### config.mk
export PLATFORM = sky130hd
export DESIGN_NAME = ape_port_ctrl
export DESIGN_NICKNAME = d
export VERILOG_FILES = /design/src/logic/ape_pkg.sv /design/src/logic/ape_port_ctrl.sv /design/src/logic/ape_tick.sv
export SDC_FILE = /design/constraint.sdc
export NUM_CORES = 1
export LEC_CHECK = 0
export BUFFER_PORTS_ARGS = -buffer_cell sky130_fd_sc_hd__clkbuf_2
export CORE_MARGIN = 2
export CORE_UTILIZATION = 55
export CTS_CLUSTER_DIAMETER = 60
export DETAILED_ROUTE_END_ITERATION = 10
export GPL_TIMING_DRIVEN = 0
export PLACE_DENSITY = 0.79
export SLEW_MARGIN = 20
export SYNTH_ARGS = -nofsm -noshare
export SYNTH_HDL_FRONTEND = slang
export SYNTH_SLANG_ARGS = --single-unit
### constraint.sdc
create_clock -name mclk -period 3.9 [get_ports mclk]
set_input_delay 0.39 -clock mclk [delete_from_list [all_inputs] [get_ports mclk]]
set_output_delay 0.39 -clock mclk [all_outputs]
set_load 0.005 [all_outputs]
### src/logic/ape_pkg.sv
// Constants and types shared by the drive port start-up and enable logic
package ape_pkg;
    localparam int APE_CLK_HZ = 200_000_000;
    localparam int APE_STARTUP_MS = 2;
    localparam int APE_POLL_MS = 20;
    localparam int APE_STARTUP_CYC = (APE_CLK_HZ / 1000) * APE_STARTUP_MS;
    localparam int APE_POLL_CYC = (APE_CLK_HZ / 1000) * APE_POLL_MS;
    localparam int APE_DATA_W = 16;
    localparam logic APE_PIN_IDLE = 1'h1;
    localparam logic APE_OE_RST = 1'h0;
    localparam logic APE_FLAG_RST = 1'h0;

    typedef enum logic [2:0] {
        APE_ST_START = 3'h1,
        APE_ST_OFF = 3'h2,
        APE_ST_ON = 3'h4
    } ape_state_t;
endpackage

### src/logic/ape_port_ctrl.sv
// Drive port start-up, enable polling, pin release and bus power sensing
//
// Contract
// - Address and selects float, then high after 2ms
// - Poll port enable every 20ms unless test
// - Enable high means normal drive interface operation
// - Enable low floats all drive pins
// - Enable low halts drive state machine
// - Chip reset clears everything; held about 10ms
// - Bus power input means host supply present
// - Sample bus power at start, every 20ms
// - Bus power high attaches pull-up, low releases
// - Enable falling disconnects and enters low power
`timescale 1ns/1ps
module ape_port_ctrl
    import ape_pkg::*;
#(
    parameter int STARTUP_CYCLES = APE_STARTUP_CYC,
    parameter int POLL_CYCLES = APE_POLL_CYC,
    parameter int DATA_W = APE_DATA_W
) (
    input wire logic mclk,
    input wire logic arst_n,
    input wire logic ce,
    input wire logic mfg_test_mode,
    input wire logic drive_port_enable,
    input wire logic bus_power_present,
    input wire logic [2:0] core_addr,
    input wire logic [1:0] core_select_n,
    input wire logic [2:0] core_ctrl_n,
    input wire logic core_drive_reset_n,
    input wire logic [DATA_W-1:0] core_data_out,
    input wire logic core_data_oe,
    input wire logic [DATA_W-1:0] drive_data_i,
    output logic [DATA_W-1:0] core_data_in,
    output logic drive_fsm_run,
    output logic usb_pullup_attach,
    output logic usb_low_power,
    output logic usb_rejoin,
    output logic drive_addr_bit0_o,
    output logic drive_addr_bit0_oe,
    output logic drive_addr_bit1_o,
    output logic drive_addr_bit1_oe,
    output logic drive_addr_bit2_o,
    output logic drive_addr_bit2_oe,
    output logic drive_select_n_first_o,
    output logic drive_select_n_first_oe,
    output logic drive_select_n_second_o,
    output logic drive_select_n_second_oe,
    output logic [2:0] drive_ctrl_n_o,
    output logic drive_ctrl_n_oe,
    output logic drive_reset_n_o,
    output logic drive_reset_n_oe,
    output logic [DATA_W-1:0] drive_data_o,
    output logic drive_data_oe
);
    localparam int SW = $clog2(STARTUP_CYCLES + 1);

    ape_state_t state_reg;
    ape_state_t state_next;
    logic [SW-1:0] start_cnt_reg;
    logic [SW-1:0] start_cnt_next;
    logic startup_done_reg;
    logic startup_done_next;
    logic low_power_reg;
    logic low_power_next;
    logic rejoin_reg;
    logic rejoin_next;
    logic pullup_reg;
    logic pullup_next;
    logic en_run;
    logic en_tick;
    logic vb_tick;
    logic en_poll;
    logic vb_poll;

    // Pin and core-side output registers
    logic [2:0] addr_reg;
    logic [2:0] addr_next;
    logic [1:0] sel_reg;
    logic [1:0] sel_next;
    logic as_oe_reg;
    logic as_oe_next;
    logic [2:0] ctrl_reg;
    logic [2:0] ctrl_next;
    logic ctrl_oe_reg;
    logic ctrl_oe_next;
    logic dres_reg;
    logic dres_next;
    logic dres_oe_reg;
    logic dres_oe_next;
    logic [DATA_W-1:0] dout_reg;
    logic [DATA_W-1:0] dout_next;
    logic dout_oe_reg;
    logic dout_oe_next;
    logic [DATA_W-1:0] din_reg;
    logic [DATA_W-1:0] din_next;
    logic run_reg;
    logic run_next;

    // Enable polling only starts once the start-up delay is over
    assign en_run = startup_done_reg & ~mfg_test_mode;
    assign en_poll = en_tick & ce & ~mfg_test_mode;
    assign vb_poll = vb_tick & ce;

    ape_tick #(.PERIOD(POLL_CYCLES)) u_en_tick (
        .mclk(mclk),
        .arst_n(arst_n),
        .ce(ce),
        .run(en_run),
        .tick(en_tick)
    );

    // Bus power timer runs from reset, so its first sample is at start-up
    ape_tick #(.PERIOD(POLL_CYCLES)) u_vb_tick (
        .mclk(mclk),
        .arst_n(arst_n),
        .ce(ce),
        .run(1'b1),
        .tick(vb_tick)
    );

    always_comb begin
        state_next = state_reg;
        start_cnt_next = start_cnt_reg;
        startup_done_next = startup_done_reg;
        low_power_next = low_power_reg;
        rejoin_next = 1'b0;
        pullup_next = pullup_reg;
        if (!startup_done_reg) begin
            if (start_cnt_reg == SW'(STARTUP_CYCLES - 1)) begin
                startup_done_next = 1'b1;
            end else begin
                start_cnt_next = start_cnt_reg + 1'b1;
            end
        end
        unique case (state_reg)
            APE_ST_START: begin
                if (mfg_test_mode && startup_done_reg) begin
                    state_next = APE_ST_ON;
                end else if (en_poll) begin
                    state_next = drive_port_enable ? APE_ST_ON : APE_ST_OFF;
                end
            end
            APE_ST_OFF: begin
                if (en_poll && drive_port_enable) begin
                    state_next = APE_ST_ON;
                end
            end
            APE_ST_ON: begin
                if (en_poll && !drive_port_enable) begin
                    state_next = APE_ST_OFF;
                end
            end
        endcase
        if (en_poll) begin
            low_power_next = ~drive_port_enable;
            rejoin_next = drive_port_enable & low_power_reg;
        end
        if (vb_poll) begin
            pullup_next = bus_power_present;
        end
    end

    // Pins follow the state of the previous cycle; outputs stay flop-driven
    always_comb begin
        addr_next = {3{APE_PIN_IDLE}};
        sel_next = {2{APE_PIN_IDLE}};
        as_oe_next = 1'b0;
        ctrl_next = {3{APE_PIN_IDLE}};
        ctrl_oe_next = 1'b0;
        dres_next = APE_PIN_IDLE;
        dres_oe_next = 1'b0;
        dout_next = core_data_out;
        dout_oe_next = 1'b0;
        din_next = din_reg;
        run_next = 1'b0;
        unique case (state_reg)
            APE_ST_START: begin
                ctrl_oe_next = 1'b1;
            end
            APE_ST_OFF: begin
                as_oe_next = 1'b0;
            end
            APE_ST_ON: begin
                as_oe_next = 1'b1;
                ctrl_oe_next = 1'b1;
                dres_oe_next = 1'b1;
                // Test mode keeps the drive idle with lines parked high
                if (!mfg_test_mode) begin
                    addr_next = core_addr;
                    sel_next = core_select_n;
                    ctrl_next = core_ctrl_n;
                    dres_next = core_drive_reset_n;
                    dout_oe_next = core_data_oe;
                    din_next = drive_data_i;
                    run_next = 1'b1;
                end
            end
        endcase
    end

    // Asynchronous reset puts the whole block in its start-up state
    always_ff @(posedge mclk or negedge arst_n) begin
        if (!arst_n) begin
            state_reg <= APE_ST_START;
            start_cnt_reg <= '0;
            startup_done_reg <= APE_FLAG_RST;
            low_power_reg <= APE_FLAG_RST;
            rejoin_reg <= APE_FLAG_RST;
            pullup_reg <= APE_FLAG_RST;
            addr_reg <= {3{APE_PIN_IDLE}};
            sel_reg <= {2{APE_PIN_IDLE}};
            as_oe_reg <= APE_OE_RST;
            ctrl_reg <= {3{APE_PIN_IDLE}};
            ctrl_oe_reg <= APE_OE_RST;
            dres_reg <= APE_PIN_IDLE;
            dres_oe_reg <= APE_OE_RST;
            dout_reg <= '0;
            dout_oe_reg <= APE_OE_RST;
            din_reg <= '0;
            run_reg <= APE_FLAG_RST;
        end else if (ce) begin
            state_reg <= state_next;
            start_cnt_reg <= start_cnt_next;
            startup_done_reg <= startup_done_next;
            low_power_reg <= low_power_next;
            rejoin_reg <= rejoin_next;
            pullup_reg <= pullup_next;
            addr_reg <= addr_next;
            sel_reg <= sel_next;
            as_oe_reg <= as_oe_next;
            ctrl_reg <= ctrl_next;
            ctrl_oe_reg <= ctrl_oe_next;
            dres_reg <= dres_next;
            dres_oe_reg <= dres_oe_next;
            dout_reg <= dout_next;
            dout_oe_reg <= dout_oe_next;
            din_reg <= din_next;
            run_reg <= run_next;
        end
    end

    assign drive_addr_bit0_o = addr_reg[0];
    assign drive_addr_bit1_o = addr_reg[1];
    assign drive_addr_bit2_o = addr_reg[2];
    assign drive_addr_bit0_oe = as_oe_reg;
    assign drive_addr_bit1_oe = as_oe_reg;
    assign drive_addr_bit2_oe = as_oe_reg;
    assign drive_select_n_first_o = sel_reg[0];
    assign drive_select_n_second_o = sel_reg[1];
    assign drive_select_n_first_oe = as_oe_reg;
    assign drive_select_n_second_oe = as_oe_reg;
    assign drive_ctrl_n_o = ctrl_reg;
    assign drive_ctrl_n_oe = ctrl_oe_reg;
    assign drive_reset_n_o = dres_reg;
    assign drive_reset_n_oe = dres_oe_reg;
    assign drive_data_o = dout_reg;
    assign drive_data_oe = dout_oe_reg;
    assign core_data_in = din_reg;
    assign drive_fsm_run = run_reg;
    assign usb_pullup_attach = pullup_reg;
    assign usb_low_power = low_power_reg;
    assign usb_rejoin = rejoin_reg;

    // Helper: ce cycles between two enable samples
    logic [31:0] gap_reg;
    logic gap_ok_reg;
    always_ff @(posedge mclk or negedge arst_n) begin
        if (!arst_n) begin
            gap_reg <= '0;
            gap_ok_reg <= 1'b0;
        end else if (ce) begin
            if (!en_run) begin
                gap_ok_reg <= 1'b0;
            end else if (en_tick) begin
                gap_reg <= 32'h1;
                gap_ok_reg <= 1'b1;
            end else begin
                gap_reg <= gap_reg + 32'h1;
            end
        end
    end
endmodule

### src/logic/ape_tick.sv
// Periodic sample strobe: fires when run is first seen, then every PERIOD
`timescale 1ns/1ps
module ape_tick
    import ape_pkg::*;
#(
    parameter int PERIOD = APE_POLL_CYC
) (
    input wire logic mclk,
    input wire logic arst_n,
    input wire logic ce,
    input wire logic run,
    output logic tick
);
    localparam int CW = $clog2(PERIOD + 1);

    logic [CW-1:0] cnt_reg;
    logic [CW-1:0] cnt_next;
    logic tick_reg;
    logic tick_next;

    always_comb begin
        cnt_next = cnt_reg;
        tick_next = 1'b0;
        if (!run) begin
            cnt_next = '0;
        end else if (cnt_reg == '0) begin
            tick_next = 1'b1;
            cnt_next = CW'(PERIOD - 1);
        end else begin
            cnt_next = cnt_reg - 1'b1;
        end
    end

    // The strobe holds while ce is low, so users qualify it with ce
    always_ff @(posedge mclk or negedge arst_n) begin
        if (!arst_n) begin
            cnt_reg <= '0;
            tick_reg <= 1'b0;
        end else if (ce) begin
            cnt_reg <= cnt_next;
            tick_reg <= tick_next;
        end
    end

    assign tick = tick_reg;
endmodule

After elaboration in Yosys (flattened, before gate mapping)
Cells that the tools add are included.
{"block": "totals", "register_bits": 117, "in_bits": 48, "word_cells": 80}
{"block": "classes", "n_addsub": 3, "n_eq_ne": 7, "muxes": 29, "n_bitwise": 9, "n_reduce_logical": 12}
{"cell": "$mux 22", "count": 3}
{"cell": "$logic_not 22->1", "count": 2}
{"cell": "$sub 22x1->22 const B", "count": 2}
{"cell": "$mux 3", "count": 9}
{"cell": "$add 19x1->19 const B", "count": 1}
{"cell": "$eq 19x19->1 const B", "count": 1}
{"cell": "$mux 1", "count": 14}
{"cell": "$pmux 3 s3", "count": 1}
{"cell": "$reduce_and 3->1", "count": 2}
{"cell": "$and 1x1->1", "count": 5}
{"cell": "$mux 2", "count": 2}
{"cell": "$ne 2x2->1 const B", "count": 2}
{"cell": "$not 1->1", "count": 4}
{"cell": "$reduce_and 2->1", "count": 2}
{"cell": "$reduce_and 4->1", "count": 1}
{"cell": "$eq 3x1->1 const B", "count": 1}
{"cell": "$eq 3x2->1 const B", "count": 1}
{"cell": "$eq 3x3->1 const B", "count": 1}
{"cell": "$logic_and 1x1->1", "count": 3}
{"cell": "$ne 3x3->1 const B", "count": 1}
{"cell": "$reduce_or 2->1", "count": 1}
{"cell": "$logic_not 1->1", "count": 1}

Depth between registers and ports, before layout
Gate-level depths: netlist of the first run.
{"block": "depth", "word_depth": 5, "ltp_mapped": 8, "depth_no_buf": 7}

Cells and area by module
A second synthesis of the first run with hierarchy kept.
{"block": "hier_totals", "hier_cells": 524, "hier_area_um2": 5835.6}
{"module": "ape_port_ctrl", "n_inst": 1, "cells_per_inst": 232, "area_per_inst_um2": 3120.5, "seq_area_each_um2": 1789.2}
{"module": "ape_tick", "n_inst": 2, "cells_per_inst": 146, "area_per_inst_um2": 1357.6, "seq_area_each_um2": 575.6}

Least setup slack after synthesis of the first run
OpenSTA, ideal clock, no wires.
{"block": "synth_timing", "path_kind": "flip-flop to flip-flop", "from": "reg u_vb_tick.cnt_reg[10]", "to": "reg u_vb_tick.cnt_reg[3]", "setup_ns": 0.066, "arrival_time_ns": 2.096, "t_required_ns": 3.834, "path_slack_ns": 1.737, "path_stages_with_launch": 8, "path_buffers": 2, "synth_period_minus_slack_ns": 2.163, "path_cell_list": "dfrtp_1 > or4_4 > or3_1 > buf_2 > or3_4 > or2_1 > buf_6 > nand2_1"}
{"block": "synth_between", "elab_chain_len": 2}
{"element": "start: declaration", "line_no": "ape_tick.sv:16", "source": "logic [CW-1:0] cnt_reg;"}
{"element": "start signal: assignment", "line_no": "ape_tick.sv:40", "source": "cnt_reg <= cnt_next;"}
{"element": "$logic_not 22->1", "line_no": "ape_tick.sv:26", "source": "end else if (cnt_reg == '0) begin"}
{"element": "$mux 22", "line_no": "ape_tick.sv:26"}
No other way between the ends.
A chain may end at the register's enable or synchronous reset.

Worst setup path in the final report of the first run
{"block": "layout_timing", "from": "reg u_en_tick.cnt_reg[0]", "to": "reg u_en_tick.cnt_reg[17]"}
{"block": "layout_between", "elab_chain_len": 3, "word_cells_on_any_way": 4, "classes_between": "1 x add/sub; 2 x mux; 1 x reduce/logical"}
{"element": "start: declaration", "line_no": "ape_tick.sv:16"}
{"element": "start signal: assignment", "line_no": "ape_tick.sv:40"}
{"element": "$sub 22x1->22 / $logic_not 22->1 (equally long branches)", "line_no": "ape_tick.sv:30, ape_tick.sv:26"}
{"element": "$mux 22 *", "line_no": "ape_tick.sv:26"}
{"element": "$mux 22 *", "line_no": "ape_tick.sv:24", "source": "if (!run) begin"}
Every way passes the cells marked *; elsewhere a longest branch is shown, timed or not.

==> run metrics, run 1 <==
synth top area cells=dfrtp_1 51%, mux2_2 7.6%, dfstp_2 5.0%; RSZ-0062 raised after global routing=no; MaxCap Viol Count=0; Synth Warn #=0; Worst Path Required=4290 ps; final setup violation count=0; Yosys cell types=50; Multi-input gate area=2130 µm²; Comb power frac=23.0%; first-pass GRT wire length=18700 µm; Worst R2R Path Depth=8; placed instance area=5920 µm²; port bufs=100; initial antenna violation count=0; Hold Vio Cnt, Final=0; Least-Margin Pin Slew=852 ps; power share of the clock group=37.4%; Fill cells=636; internal power=0.00319 W; Hold WS=80.4 ps; cell with the most instances after synthesis=dfrtp_1; Clock Latency Late Sink=510 ps; VDD IR max=0.432 mV; Power Dens Cells=689 nW/µm²; synthesized netlist cell count=469; Setup TNS=0 ps; Routed WL per cell=15.2 µm; clock buffer count from CTS=17; Critical Path AT=2780 ps; Die Y=101 µm; Core ar.=9240 µm²; Final ANT Viol Nets=0; Nets=641; post-synth top area share=51.3%; Max H-tree Level=4; GRT Util Overall=23.3%; critical path startpoint=u_en_tick.cnt_reg[0]; net switching power=0.00134 W; Root Buffer=clkbuf_8; Remaining DRCs=0; largest area contributor in the netlist=dfrtp_1; CTS tree=built; Switching Fraction=29.5%; Iter 0 DRT Violations=163; clock tree buffer depth=2; Reg clk slew, reported paths=60 ps; Pre-antenna DRT Iters=5; DPL Wire Length=7320 µm; commonest cells in the netlist=107 x dfrtp_1, 48 x nand2_1, 41 x nor2_1; final period utilization=61.2%; Max Fclk=419 MHz; Final min period=2390 ps; flop2flop setup slack=1510 ps; number of synthesized flops with an enable pin=0; # resized after CTS=0; Worst Hold End=drive_data_oe; Top FF cell, synth=dfrtp_1; FF+latch count, synth=117; Via density=5.44; Sequential Power Share=39.6%; Crit Path Max Fanout=6; grt ovf=0; HP Class=input port to flip-flop; Antenna Cells=0; clk_skew=5.17 ps; Top Ports=101; layout cells sized above 1=32.3%; Inst Count DP=699; RR Endpoint=u_en_tick.cnt_reg[17]; FF+latch area=2940 µm²; Worst setup EP type=flip-flop; synth-to-layout area growth=26.0%; synthesized area per cell=11.1 µm²; die width=101 µm; Placer Congestion=0.880; syn nets=520; normalized max-slew margin=42.7%; num rows=35; final wirelength=11100 µm; CTS Sinks=117; die area=10300 µm²; Leak=3.07 nW; routed vias=3984; run status=complete, no violations; Cell Area, Synth=5220 µm²; largest net degree at the start of global routing=77; CP startpoint kind=flip-flop; WS Path Type=flip-flop to flip-flop; asr flop ratio synth=100%; hold path startpoint=core_data_oe; Hold Path Stages=3; Final Max Tran Viols=0; RR Startpoint=u_en_tick.cnt_reg[0]; number of global-route vias before repair=4070; Layout Cells excl Fill=732; final non-filler cell area=6580 µm²; post-synthesis sequential area ratio=56.3%; Initial Util=56.5%
-- worst max-delay path by stage --
| stage | end | cells after the start |
|---|---|---|
| after CTS | u_vb_tick.cnt_reg[13] | 6 |
| after global placement | start_cnt_reg[15] | 1 |
| after floorplan | u_vb_tick.cnt_reg[3] | 7 |
| after detailed placement | u_vb_tick.cnt_reg[11] | 7 |
| after global routing | u_en_tick.cnt_reg[17] | 8 |
| final | u_en_tick.cnt_reg[17] | 8 |
-- critical path, stage by stage, from the launching register on --
cell and delay, ps:
dfrtp_1 400, inv_1 110, ha_1 210, nor3b_1 300, nand3_1 130, nor4_2 590
or2_2 210, clkbuf_1 220, nor2_1 90
-- metrics by stage --
stage | utilization [%] | total power (W) | worst slack [ps]
2_1_floorplan | - | 0.00245 | 1740
3_3_place_gp | 63.6 | 0.00275 | 831
3_5_place_dp | 64.0 | 0.00283 | 1460
4_1_cts | 71.2 | 0.00456 | 1500
5_1_grt | 71.2 | 0.00478 | 1330
6_report | 71.2 | 0.00453 | 1510
-- placed cells by master (no fill, tap or decap), types with 12 or more instances in the layout --
cell type and instances:
dfrtp_1 107, o21ai_0 18, clkbuf_16 16, xnor2_1 28, a21oi_1 13, inv_1 12, nand2_1 48, clkbuf_2 99
mux2_2 35, xor2_1 19, nor2_1 41, nor3_1 17
-- repair_timing --
action	4_1_cts	5_1_grt
hold buffers	1	0
endpoints found under the hold margin	33	0
buffers inserted	0	0
-- power groups by stage --
stage / Clock [W] / Combinational (W) / Sequential [W]
2_1_floorplan: 0 / 0.000681 / 0.00176
3_3_place_gp: 0 / 0.000976 / 0.00178
3_5_place_dp: 0 / 0.00103 / 0.00180
4_1_cts: 0.00172 / 0.00105 / 0.00179
5_1_grt: 0.00177 / 0.00117 / 0.00184
6_report: 0.00169 / 0.00104 / 0.00179
-- per-layer routing --
layer	vias up	routed length [µm]	track usage (%)	part of all wire, %
met5	-	0	0	0
met4	0	227	9.56	2.0
met3	23	665	6.63	6.0
met2	132	5470	37.3	49
met1	1961	4730	30.1	43
li1	1868	-	-	-
-- area by class of cell --
class | instances | share of cell area, %
buffer | 21 | 1.62
clock buffer | 18 | 6.51
clock inverter | 14 | 3.39
inverter | 12 | 0.685
multi-input combinational | 319 | 32.3
sequential | 117 | 44.7
tap | 129 | 2.45
timing repair buffer | 102 | 8.31
-- logic make-up after synthesis --
family	synth area share, %
XOR/XNOR	7.89
multiplexers	7.74
AO/OA/AOI/OAI	6.90
flip-flops	56.3
adder cells (fa/ha/maj)	0.719
buffers and inverters	2.90
AND/OR/NAND/NOR	17.5
Note: power is estimated with default switching activity, not from simulation.
==> run 2, diff against run 1 <==
==> constraint.sdc (replaced) <==
create_clock -name mclk -period 2.48 [get_ports mclk]
set_input_delay 0.248 -clock mclk [delete_from_list [all_inputs] [get_ports mclk]]
set_output_delay 0.248 -clock mclk [all_outputs]
set_load 0.005 [all_outputs]
==> run metrics, run 2 (synthesis results as in run 1) <==
CTS tree=built; die width=101 µm (unchanged); final wirelength=12600 µm (+13%); clock tree buffer depth=2 (unchanged); normalized max-slew margin=49.0% (+6.3 points); number of global-route vias before repair=4445 (+9.2%); clk_skew=7.93 ps (+2.76 ps); Inst Count DP=699 (unchanged); Max H-tree Level=4 (unchanged); RSZ-0062 raised after global routing=no; HP Class=input port to flip-flop; Via density=5.47 (+0.45%); Multi-input gate area=2150 µm² (+0.94%); CP startpoint kind=flip-flop; Core ar.=9240 µm² (unchanged); routed vias=4237 (+6.4%); CP Cell Sequence=or4_4, or3_1, buf_2, or3_4, or2_1, buf_6, nand2_1; Least-Margin Pin Slew=758 ps (-94.6 ps); Root Buffer=clkbuf_8; Max Fclk=432 MHz (+3.1%); Final Max Tran Viols=0 (unchanged); VDD IR max=0.676 mV (+56%); Die Y=101 µm (unchanged); Clock Latency Late Sink=520 ps (about the same); first-pass GRT wire length=20900 µm (+12%); final period utilization=93.4% (+32 points); Placer Congestion=0.880 (unchanged); MaxCap Viol Count=0 (unchanged); final setup violation count=0 (unchanged); Worst setup EP type=flip-flop; Antenna Cells=0 (unchanged); clock buffer count from CTS=17 (unchanged); Fill cells=564 (-11%); largest net degree at the start of global routing=77 (unchanged); die area=10300 µm² (unchanged); Layout Cells excl Fill=775 (+5.9%); CP peak stage delay=560 ps (-30 ps); commonest cells after routing, fill and taps aside=107 x dfrtp_1, 99 x clkbuf_2, 48 x nand2_1; initial antenna violation count=0 (unchanged); Top Ports=101 (unchanged); WS Path Type=flip-flop to flip-flop; port bufs=100 (unchanged); DPL Wire Length=7320 µm (unchanged); layout cells sized above 1=30.3% (-2.0 points); Routed WL per cell=16.2 µm (+7.1%); setup bufs post-CTS=0 (unchanged); Reg clk slew, reported paths=60 ps (about the same); CTS Sinks=117 (unchanged); Critical Path AT=2760 ps (-20 ps); final non-filler cell area=7030 µm² (+6.8%); slowest cell on the critical path=or4_4; Iter 0 DRT Violations=199 (+22%); commonest non-fill, non-tap cell in the layout=dfrtp_1; Nets=684 (+6.7%); Remaining DRCs=0 (unchanged); GRT Util Overall=26.2% (+3.0 points); Final ANT Viol Nets=0 (unchanged); FF+latch area=2940 µm² (unchanged); Initial Util=56.5% (unchanged); synth-to-layout area growth=34.7%; Pre-antenna DRT Iters=4 (-1); run status=complete, no violations; Power Dens Cells=1040 nW/µm² (+51%); Hold Vio Cnt, Final=0 (unchanged); Worst Path Required=2930 ps (-1360 ps); num rows=35 (unchanged); grt ovf=0 (unchanged); Leak=3.27 nW (+6.4%); Final min period=2320 ps (-72.3 ps); placed instance area=5920 µm² (unchanged); Crit Path Max Fanout=9 (+3)
-- run 2: cell type report --
type | instances | share of cell area [%]
buffer | 21 | 1.51
clock buffer | 18 | 6.09
clock inverter | 14 | 3.17
inverter | 12 | 0.641
multi-input combinational | 319 | 30.6
sequential | 117 | 41.8
tap | 129 | 2.30
timing repair buffer | 145 | 13.9
-- run 2: timing repair --
item	CTS	global route
hold buffers	44	0
endpoints found under the hold margin	84	0
endpoints found under the setup margin	0	8
gates resized for setup	0	3
-- run 2: worst paths after layout --
check / startpoint / end / slack (ps) / depth (start not counted)
worst min register to register: u_vb_tick.cnt_reg[16] / u_vb_tick.cnt_reg[16] / 470 / 1
max in group asynchronous: arst_n / state_reg[0] / 1540 / 3
worst max register to register: u_vb_tick.cnt_reg[10] / u_vb_tick.cnt_reg[3] / 160 / 7
worst min-delay path: drive_port_enable / usb_low_power / 50 / 2
min in group asynchronous: arst_n / u_en_tick.cnt_reg[10] / 230 / 2
worst max-delay path: u_vb_tick.cnt_reg[10] / u_vb_tick.cnt_reg[3] / 160 / 7
-- run 2: where the power goes --
group	switching, W	internal (W)	leakage (nW)
logic	0.000857	0.000892	1.49
registers	0.000435	0.00241	1.47
clock network	0.000919	0.00177	0.312
-- run 2: critical path: cells and delay by family (launching register included) --
kind	cells	cell delay, ps
and+or+nand+nor	5	1520
DFF	1	410
buffers and inverters	2	320
-- run 2: stage by stage --
step	setup TNS, ps	total power [W]	hold WS, ps	worst slack [ps]	utilization (%)
global route	0	0.00765	62.4	51.2	76.1
floorplan	0	0.00385	-47.6	317	-
finish	0	0.00729	51.0	164	76.1
CTS	0	0.00722	16.7	82.5	75.8
detailed placement	0	0.00444	193	158	64.0
global placement	-47210	0.00433	450	-447	63.6
-- run 2: layer usage --
metal | share of wire (%) | track usage (%)
met5 | 0 | 0
met4 | 2.7 | 10.3
met3 | 5.4 | 6.90
met2 | 51 | 44.4
met1 | 40 | 32.3
